===== src/shared/sdasp_pkg.sv =====
// Package for the sigma-delta converter serial port: constants, types and the operation summary
// Operation
// Input shift register bits move to setup, clock or comms register per select field.
// Low reset returns all control, interface, calibration and filter state to power-on.
// Select input is active low; serial traffic is ignored while it is high.
// With select tied low the port works as a three-wire interface.
// Select may pick one device on a shared bus or frame each transfer.
// Host supplies the serial clock; the device never drives it.
// Continuous or bursty serial clock are both accepted.
// Word-ready goes low when a new conversion word sits in the data register.
// Word-ready goes high after the host has read a full output word.
// Unread word: word-ready high for 500 master clocks before the next update.
// Host must not start a data read while word-ready is high.
// Word-ready goes low again once the data register update is done.
// Word-ready also signals completion of on-chip calibration.
// Output shift register loads from setup, comms, clock or data register per select field.
// Host starts each access with a comms write choosing register and direction.
package sdasp_pkg;
  localparam int unsigned MCLK_HZ = 100_000_000;
  localparam int unsigned CLK_NS = 10;
  localparam int unsigned RDY_HIGH_MCLK = 500;
  localparam logic [9:0] RDY_HIGH_CYC = 10'(RDY_HIGH_MCLK);
  localparam logic [7:0] COMMS_RST = 8'h00;
  localparam logic [7:0] SETUP_RST = 8'h01;
  localparam logic [7:0] CLKREG_RST = 8'h05;
  localparam logic [15:0] DATA_RST = 16'h0000;
  localparam int unsigned RS_LSB = 4;
  localparam int unsigned RW_BIT = 3;
  localparam logic [2:0] RS_COMMS = 3'h0;
  localparam logic [2:0] RS_SETUP = 3'h1;
  localparam logic [2:0] RS_CLOCK = 3'h2;
  localparam logic [2:0] RS_DATA = 3'h3;
  localparam logic [4:0] BYTE_BITS = 5'h08;
  localparam logic [4:0] WORD_BITS = 5'h10;

  typedef enum logic [1:0] {
    SDASP_IDLE = 2'b00,
    SDASP_WRITE = 2'b01,
    SDASP_READ = 2'b10
  } sdasp_state_t;

  typedef struct packed {
    logic [1:0] sclk_sync;
    logic [1:0] cs_sync;
    logic [1:0] din_sync;
    logic sclk_prev;
  } sdasp_sync_t;

  typedef struct packed {
    sdasp_sync_t sync;
    sdasp_state_t state;
    logic [7:0] comms;
    logic [7:0] setup;
    logic [7:0] clkreg;
    logic [15:0] data;
    logic [15:0] in_sr;
    logic [15:0] out_sr;
    logic [4:0] bit_cnt;
    logic [4:0] bit_len;
    logic is_data_rd;
    logic ready_n;
    logic [9:0] hold_cnt;
    logic pend;
    logic [15:0] pend_word;
    logic dout;
    logic cal_busy;
  } sdasp_state_all_t;
endpackage : sdasp_pkg


===== src/core/sdasp_top.sv =====
// Serial port of the sigma-delta converter with word-ready flag
`timescale 1ns/10ps
module sdasp_top (
  input wire logic clock_in,
  input wire logic rst_n_in,
  input wire logic sclk_in,
  input wire logic sel_n_in,
  input wire logic din_in,
  input wire logic conv_valid_in,
  input wire logic [15:0] conv_word_in,
  input wire logic cal_done_in,
  output logic dout_out,
  output logic word_ready_n_out,
  output logic [7:0] setup_out,
  output logic [7:0] clock_reg_out,
  output logic cal_start_out
);
  sdasp_pkg::sdasp_state_all_t r_ff, nxt_r;
  logic sclk_rise, sclk_fall, sel_act;

  always_comb begin
    nxt_r = r_ff;
    nxt_r.sync.sclk_sync = {r_ff.sync.sclk_sync[0], sclk_in};
    nxt_r.sync.cs_sync = {r_ff.sync.cs_sync[0], sel_n_in};
    nxt_r.sync.din_sync = {r_ff.sync.din_sync[0], din_in};
    nxt_r.sync.sclk_prev = r_ff.sync.sclk_sync[1];
    sclk_rise = r_ff.sync.sclk_sync[1] & ~r_ff.sync.sclk_prev;
    sclk_fall = ~r_ff.sync.sclk_sync[1] & r_ff.sync.sclk_prev;
    // Only edges matter, so gaps between clock bursts are harmless
    sel_act = ~r_ff.sync.cs_sync[1]; // see see see

    // Select high aborts a frame, letting select act as frame sync
    if (!sel_act) begin
      nxt_r.state = sdasp_pkg::SDASP_IDLE;
      nxt_r.bit_cnt = 5'h00;
      // A cut data read must not stretch the next comms byte to 16 bits
      nxt_r.bit_len = sdasp_pkg::BYTE_BITS;
      // Idle line high, no stale bit left on a shared bus
      nxt_r.dout = 1'b1;
    end else begin
      if (sclk_fall) begin
        nxt_r.dout = r_ff.out_sr[15];
        if (r_ff.state == sdasp_pkg::SDASP_READ) begin
          nxt_r.out_sr = {r_ff.out_sr[14:0], 1'b0};
        end
      end
      if (sclk_rise) begin
        nxt_r.in_sr = {r_ff.in_sr[14:0], r_ff.sync.din_sync[1]};
        nxt_r.bit_cnt = r_ff.bit_cnt + 5'h01;
        if (r_ff.bit_cnt + 5'h01 == r_ff.bit_len) begin
          nxt_r.bit_cnt = 5'h00;
          case (r_ff.state)
            sdasp_pkg::SDASP_IDLE: begin
              nxt_r.comms = {r_ff.in_sr[6:0], r_ff.sync.din_sync[1]}; // see
              if (r_ff.in_sr[sdasp_pkg::RW_BIT - 1]) begin
                nxt_r.state = sdasp_pkg::SDASP_READ;
                case (r_ff.in_sr[sdasp_pkg::RS_LSB + 1:sdasp_pkg::RS_LSB - 1])
                  sdasp_pkg::RS_SETUP: nxt_r.out_sr = {r_ff.setup, 8'h00};
                  sdasp_pkg::RS_CLOCK: nxt_r.out_sr = {r_ff.clkreg, 8'h00};
                  sdasp_pkg::RS_DATA: nxt_r.out_sr = r_ff.data;
                  default: nxt_r.out_sr = {r_ff.comms, 8'h00};
                endcase
                nxt_r.is_data_rd = (r_ff.in_sr[sdasp_pkg::RS_LSB + 1:sdasp_pkg::RS_LSB - 1] == sdasp_pkg::RS_DATA);
                nxt_r.bit_len = nxt_r.is_data_rd ? sdasp_pkg::WORD_BITS : sdasp_pkg::BYTE_BITS;
              end else if (r_ff.in_sr[sdasp_pkg::RS_LSB + 1:sdasp_pkg::RS_LSB - 1] == sdasp_pkg::RS_SETUP ||
                           r_ff.in_sr[sdasp_pkg::RS_LSB + 1:sdasp_pkg::RS_LSB - 1] == sdasp_pkg::RS_CLOCK) begin
                // Data and comms writes stay comms-only updates
                nxt_r.state = sdasp_pkg::SDASP_WRITE;
                nxt_r.bit_len = sdasp_pkg::BYTE_BITS;
              end
            end
            sdasp_pkg::SDASP_WRITE: begin
              case (r_ff.comms[sdasp_pkg::RS_LSB +: 3])
                sdasp_pkg::RS_SETUP: begin
                  nxt_r.setup = {r_ff.in_sr[6:0], r_ff.sync.din_sync[1]};
                  nxt_r.cal_busy = 1'b1; // Setup write starts a calibration
                  nxt_r.ready_n = 1'b1;
                end
                sdasp_pkg::RS_CLOCK: nxt_r.clkreg = {r_ff.in_sr[6:0], r_ff.sync.din_sync[1]};
                default: nxt_r.comms = {r_ff.in_sr[6:0], r_ff.sync.din_sync[1]};
              endcase
              nxt_r.state = sdasp_pkg::SDASP_IDLE;
            end
            default: begin
              if (r_ff.is_data_rd) begin
                nxt_r.ready_n = 1'b1;
              end
              nxt_r.state = sdasp_pkg::SDASP_IDLE;
              nxt_r.bit_len = sdasp_pkg::BYTE_BITS;
            end
          endcase
        end
      end
    end

    if (r_ff.cal_busy && cal_done_in) begin
      nxt_r.cal_busy = 1'b0;
      nxt_r.ready_n = 1'b0;
    end

    // New word: if unread, raise ready for the hold time before updating
    if (conv_valid_in && !r_ff.pend && !r_ff.cal_busy) begin
      nxt_r.pend = 1'b1;
      nxt_r.pend_word = conv_word_in;
      // The cycle that finds hold_cnt at zero is the last of the high time
      nxt_r.hold_cnt = r_ff.ready_n ? 10'h000 : sdasp_pkg::RDY_HIGH_CYC - 10'h001;
      nxt_r.ready_n = 1'b1;
    end
    if (r_ff.pend) begin
      if (r_ff.hold_cnt != 10'h000) begin
        nxt_r.hold_cnt = r_ff.hold_cnt - 10'h001;
        nxt_r.ready_n = 1'b1; // see
      end else if (!nxt_r.cal_busy && !(r_ff.state == sdasp_pkg::SDASP_READ && r_ff.is_data_rd)) begin
        // Calibration owns the flag until it is done
        // A data read in progress delays the update rather than corrupting it
        nxt_r.data = r_ff.pend_word;
        nxt_r.pend = 1'b0;
        nxt_r.ready_n = 1'b0; // see
      end
    end
  end

  always_ff @(posedge clock_in or negedge rst_n_in) begin
    if (!rst_n_in) begin
      r_ff <= '{sync: '{sclk_sync: 2'h3, cs_sync: 2'h3, din_sync: 2'h0, sclk_prev: 1'b1},
                state: sdasp_pkg::SDASP_IDLE, comms: sdasp_pkg::COMMS_RST, setup: sdasp_pkg::SETUP_RST,
                clkreg: sdasp_pkg::CLKREG_RST, data: sdasp_pkg::DATA_RST, in_sr: 16'h0000,
                out_sr: 16'h0000, bit_cnt: 5'h00, bit_len: sdasp_pkg::BYTE_BITS, is_data_rd: 1'b0,
                ready_n: 1'b1, hold_cnt: 10'h000, pend: 1'b0, pend_word: 16'h0000, dout: 1'b1,
                cal_busy: 1'b0};
    end else begin
      r_ff <= nxt_r;
    end
  end

  // Outputs straight from flops; serial clock is only ever an input
  always_ff @(posedge clock_in or negedge rst_n_in) begin
    if (!rst_n_in) begin
      dout_out <= 1'b1;
      word_ready_n_out <= 1'b1;
      setup_out <= sdasp_pkg::SETUP_RST;
      clock_reg_out <= sdasp_pkg::CLKREG_RST;
      cal_start_out <= 1'b0;
    end else begin
      dout_out <= nxt_r.dout;
      word_ready_n_out <= nxt_r.ready_n;
      setup_out <= nxt_r.setup;
      clock_reg_out <= nxt_r.clkreg;
      cal_start_out <= nxt_r.cal_busy & ~r_ff.cal_busy;
    end
  end
endmodule : sdasp_top


===== config.mk =====
export PLATFORM = sky130hd
export DESIGN_NAME = sdasp_top
export DESIGN_NICKNAME = d
export VERILOG_FILES = /design/src/shared/sdasp_pkg.sv /design/src/core/sdasp_top.sv
export SDC_FILE = /design/constraint.sdc
export NUM_CORES = 1
export LEC_CHECK = 0
export BUFFER_PORTS_ARGS = -buffer_cell sky130_fd_sc_hd__buf_4
export CAP_MARGIN = 20
export CORE_MARGIN = 4
export CORE_UTILIZATION = 60
export CTS_BUF_LIST = sky130_fd_sc_hd__clkbuf_8 sky130_fd_sc_hd__clkbuf_16
export CTS_CLUSTER_DIAMETER = 60
export DETAILED_ROUTE_END_ITERATION = 16
export HOLD_SLACK_MARGIN = 0.1
export PLACE_DENSITY = 0.85
export SETUP_SLACK_MARGIN = 0.5
export SLEW_MARGIN = 10
export SYNTH_ARGS = -nofsm -noshare
export SYNTH_HDL_FRONTEND = slang
export SYNTH_SLANG_ARGS = --single-unit

===== constraint.sdc =====
create_clock -name clock_in -period 2.7 [get_ports clock_in]
set_input_delay 0 -clock clock_in [delete_from_list [all_inputs] [get_ports clock_in]]
set_output_delay 0 -clock clock_in [all_outputs]
set_load 0.03 [all_outputs]

======== Word level (Yosys, flattened, before mapping) ========
Index checks and enable logic that the tools add are counted.
cells by class
  add/sub/neg operators ................... 2
  bitwise operators ....................... 8
  eq/ne operators ......................... 11
  reduce and logical (&&, ||, !) cells .... 25
  mux-type cells .......................... 46
operators with widths
  operator                                                               count
  28-bit 2-to-1 mux                                                      3
  16-bit 2-to-1 mux                                                      5
  26-bit 2-to-1 mux                                                      2
  16-bit one-hot mux with 3 select lines                                 1
  8-bit 2-to-1 mux                                                       3
  10-bit 2-to-1 mux                                                      2
  5-bit AND reduction                                                    4
  1-bit 2-to-1 mux                                                       18
  8-bit one-hot mux with 2 select lines                                  1
  5-bit 2-to-1 mux                                                       3
  12-bit 2-to-1 mux                                                      1
  5-bit one-hot mux with 2 select lines                                  1
  10-bit nonzero test                                                    1
  10-bit by 1-bit subtractor with 10-bit output (second input constant)  1
  3-bit by 2-bit == test with 1-bit output (second input constant)       3
  9-bit 2-to-1 mux                                                       1
  2-bit 2-to-1 mux                                                       4
  2-bit nonzero test                                                     4
  3-bit by 1-bit == test with 1-bit output (second input constant)       2
  3-bit AND reduction                                                    2
  5-bit by 1-bit adder with 5-bit output (second input constant)         1
  5-bit == test                                                          1
  1-bit logical AND                                                      5
  1-bit NOT                                                              5
  12 further kinds                                                       18
word-level totals
  flip-flop bits (word level) ............. 114
  input port bits ......................... 23

======== Logic depth before layout (Yosys ltp) ========
  depth in word-level cells ............... 13
  mapped depth ............................ 8
  gate-level depth less buffers ........... 7

======== Worst setup path after synthesis ========
No wires, ideal clock.
  path type ............................... register to register
  from .................................... reg r_ff[19] in the netlist's numbering
  to ...................................... reg r_ff[73] in the netlist's numbering
  stages on the path, launching flop included .. 9
  path buffers ............................ 1
  arrival time ............................ 2273 ps
  data required time ...................... 2575 ps
  period minus slack after synthesis ...... 2398 ps
  setup time .............................. 125 ps
  setup slack ............................. 302 ps
  path through ............................ dfrtp_1 > inv_1 > ha_1 > or4b_4 > nor2_1 > nand3_1 > nor3b_4 > buf_8 > mux2_4
between the ends
  cells in the longest elaborated chain, start to end .. 3
ends and longest elaborated chain
  item                                  RTL line          text
  from (decl)                           sdasp_top.sv:18   sdasp_pkg::sdasp_state_all_t r_ff, nxt_r;
  from (signal assigned)                sdasp_top.sv:125  r_ff <= '{sync: '{sclk_sync: 2'h3, cs_sync: 2'h3, din_sync: 2'h0, sclk_prev: 1'b1},
  from (signal assigned)                sdasp_top.sv:132  r_ff <= nxt_r;
  10-bit nonzero test                   sdasp_top.sv:110  if (r_ff.hold_cnt != 10'h000) begin
  1-bit NOT (no source line)            n/a
  3-bit AND reduction (no source line)  n/a
Every way passes these cells.
A chain may end at the register's enable or synchronous reset.

======== Final worst setup path ========
  from .................................... reg r_ff[19] in the netlist's numbering
  to ...................................... reg r_ff[82] in the netlist's numbering
Same word-level chain as after synthesis.

==> flow_metrics.py <==
metrics = {
    "sta": {
        "timing.final.ws_setup_ns": 0.400,
        "timing.slew.headroom": 0.569,
        "setup-violations-final": 0,
        "period_share": 0.852,
        "final-max-slew-violation-count": 0,
        "final_period_minus_worst_setup_slack_ns": 2.30,
        "fin_setup_tns_ns": 0,
        "hold_slack_ns": 0.0862,
        "clock-skew-final_ns": 0.0196,
        "tightestPinTransition_ns": 0.647,
        "unrepaired_setup_endpoints_after_global_routing": "yes",
        "maxClockFrequency_mhz": 435,
        "hold_viol_final": 0,
    },
    "yosys": {
        "post_synth_mux_area_share": 0.133,
        "syn_area_per_cell_um2": 11.3,
        "main_combinational_cell_family_by_area_after_synthesis": "simple AND/OR/NAND/NOR gates",
        "yosys.area_share.simple": 0.165,
        "netlist_area_um2": 5310,
        "postSynthRegisterBits": 111,
        "synthAdderAreaFrac": 0.00706,
        "synth_xor_area_frac": 0.0141,
        "yosysWarnings": 0,
        "synth_fp_nets": 497,
        "synth_sequential_area_ratio": 0.525,
        "proportion_of_register_bits_with_asynchronous_set_or_reset_after_synthesis": 1.00,
        "netlist_instances": 471,
        "yosysUniqueCellTypes": 61,
        "synth-main-ff-cell": "sky130_fd_sc_hd__dfrtp_1",
        "post_synth_edffs": 0,
        "synth-compound-area-share": 0.108,
    },
    "floorplanning": {
        "fp.dieArea_um2": 10400,
        "std_cell_rows": 34,
        "die-height_um": 102,
        "core_um2": 8680,
        "pin_count": 42,
        "start_util": 0.612,
        "die_w_um": 102,
    },
    "drt": {
        "dr.pass1.iters": 5,
        "routed_via_density": 6.06,
        "drt_first_iter_violations": 289,
        "final_antenna_net_count": 0,
        "wl_per_cell_um": 19.5,
        "drc_errors": 0,
        "wirelength_um": 12800,
        "vias": 3981,
    },
    "clock_tree": {
        "worstSkewPairLatency_ns": 0.39,
        "cts-buffers-inserted": 9,
        "tritoncts": "yes",
        "clockRootBuffer": "sky130_fd_sc_hd__clkbuf_8",
        "clkSlewWorstSetupHoldPaths_ns": 0.13,
        "ctsLongestPathBuffers": 2,
        "clkSinkCount": 111,
        "cts_htree_levels": 3,
    },
    "placement": {
        "portbufs": 41,
        "dp_slack_ns": 0.383,
        "routability_driven_placement_congestion_ratio": 0.884,
        "dp_hpwl_um": 7520,
        "placed_cells_incl_taps": 594,
    },
    "worst_setup_path": {
        "path_max_fanout": 5,
        "critical_path_arrival_ns": 2.59,
        "worst-r2r-setup-slack_ns": 0.40,
        "cp-start-kind": "flip-flop",
        "critical_path.endpoint_type": "flip-flop",
        "critPathRequiredTime_ns": 2.99,
        "crit_type": "reg2reg",
    },
    "job": {
        "cap_viol_max_count": 0,
    },
    "grt": {
        "grtUsageTotal": 0.254,
        "grt_first_pass_wirelength_um": 20500,
        "antenna_violations_before_repair": 0,
        "largest_net_degree_at_the_start_of_global_routing": 66,
        "first_global_vias": 3978,
        "met1_global_route_usage": 0.339,
        "busiest_layer": "met2",
        "grt_overflow": 0,
        "met2_capacity_usage_during_global_routing": 0.422,
        "globalRouteMet3Util": 0.0451,
    },
    "final_layout": {
        "most-common-layout-cells": "sky130_fd_sc_hd__dfrtp_1, sky130_fd_sc_hd__nand2_1, sky130_fd_sc_hd__buf_4",
        "n_antenna_cell": 0,
        "final_layout_size_suffix_gt1_frac": 0.366,
        "layout_commonest_cell": "sky130_fd_sc_hd__dfrtp_1",
        "final_nets": 570,
        "number_of_fillers_in_the_final_layout": 524,
        "synthToLayoutAreaGrowth_pct": 21.2,
        "final_cell_count_no_fill": 657,
    },
    "pwr": {
        "leakage_nw": 2.97,
        "p_per_area_nw_per_um2": 775,
        "ir_worst_vdd_v": 0.000548,
        "post-layout-total-power_mw": 4.99,
    },
    "min_path": {
        "min_path_type": "in2reg",
    },
    "run_status": {
        "run_status": "finished clean",
    },
}
==> critical path, cell delays in order (launching register included) <==
cell and delay (ns):
sky130_fd_sc_hd__dfrtp_1 0.42, sky130_fd_sc_hd__inv_2 0.09, sky130_fd_sc_hd__ha_4 0.14, sky130_fd_sc_hd__or4b_4 0.51
sky130_fd_sc_hd__nor2_4 0.12, sky130_fd_sc_hd__nand3_2 0.11, sky130_fd_sc_hd__nor3b_4 0.22, sky130_fd_sc_hd__buf_6 0.14
sky130_fd_sc_hd__buf_6 0.12, sky130_fd_sc_hd__mux2_2 0.34
==> layout make-up <==
class	count	area (um2)	area share
Sequential cell	111	2790	0.433
Multi-Input combinational cell	313	2420	0.375
Timing Repair Buffer	102	852	0.132
Tap cell	108	135	0.0210
Clock buffer	9	124	0.0192
Clock inverter	7	96.3	0.0150
Inverter	7	26.3	0.00408
==> cells by family (layout without fill, tap and decap cells) <==
| family | after synthesis | in the layout |
|---|---|---|
| AOI/OAI and AO/OA | 77 | 77 |
| xor gates and xnor gates | 7 | 7 |
| adders and majority gates | 3 | 3 |
| buffers and inverters | 47 | 125 |
| DFF | 111 | 111 |
| muxes | 60 | 60 |
| and+or+nand+nor | 166 | 166 |
==> through the flow <==
step,instance area (um2),util
after floorplan,5340,-
after global placement,5680,0.654
after detailed placement,5680,0.654
after CTS,6260,0.721
after global routing,6440,0.742
final,6440,0.742
==> registers in the layout, indices dropped and copies added (netlist names) <==
name              count
r_ff                 88
setup_out             8
word_ready_n_out      1
nxt_r                 4
dout_out              1
clock_reg_out         8
cal_start_out         1
==> per-layer routing <==
metal  vias to the layer above  part of all wire
met2                       152              0.51
met1                      1999              0.42
met3                        27             0.051
li1                       1803                 -
met5                         -                 0
met4                         0             0.022
==> repair_timing <==
item                                    in CTS  in global routing
hold endpoints to repair                    66                  0
gates resized for setup                      8                 18
cloned                                       1                  0
hold buffers                                25                  0
buffers inserted                             9                 12
pin swaps                                    2                  2
endpoints found under the setup margin      51                 61
==> path summary, 6_finish.rpt <==
kind                                            from                           end  cells after the start
worst max-delay path              r_ff[19]$_DFF_PN0_          r_ff[82]$_DFFE_PN0P_                      9
worst min-delay path                   conv_valid_in           r_ff[2]$_DFFE_PN0P_                      4
worst max register to register    r_ff[19]$_DFF_PN0_          r_ff[82]$_DFFE_PN0P_                      9
worst min register to register  nxt_r[121]$_DFF_PN1_          nxt_r[115]$_DFF_PN1_                      0
max in group asynchronous                   rst_n_in  clock_reg_out[2]$_DFFE_PN1P_                      3
min in group asynchronous                   rst_n_in            r_ff[24]$_DFF_PN0_                      2
==> report_power, final <==
| group | switching (mW) | total [mW] | internal, mW |
|---|---|---|---|
| logic | 0.710 | 1.49 | 0.778 |
| clock network | 0.679 | 1.07 | 0.393 |
| registers | 0.411 | 2.43 | 2.02 |
| total | 1.80 | 4.99 | 3.19 |
==> synth_stat cells (all sizes together), types with 2 or more instances <==
cell | count | area [um2]
o31ai | 2 | 15.0
or4b | 2 | 27.5
nand3 | 10 | 60.1
nor3b | 7 | 73.8
and3 | 3 | 18.8
dfrtp | 100 | 2500
dfstp | 11 | 289
nor3 | 8 | 40.0
or2 | 2 | 12.5
nand4 | 4 | 31.3
clkbuf | 20 | 75.1
a21oi | 9 | 45.0
xnor2 | 4 | 35.0
or3 | 2 | 12.5
nor2 | 15 | 56.3
buf | 20 | 153
o31a | 2 | 17.5
mux2 | 55 | 657
nand2 | 79 | 297
nand2b | 13 | 81.3
nor4 | 4 | 40.0
o221a | 7 | 78.8
a31oi | 2 | 12.5
inv | 7 | 26.3
xor2 | 2 | 17.5
o311ai | 2 | 17.5
o211ai | 5 | 37.5
and2 | 5 | 31.3
a221o | 6 | 60.1
mux2i | 5 | 50.1
nor2b | 5 | 38.8
o21ai | 21 | 105
ha | 3 | 37.5
nand3b | 3 | 22.5
o221ai | 2 | 17.5
a22oi | 9 | 81.3
No activity file was read; power rests on OpenSTA's default activity.
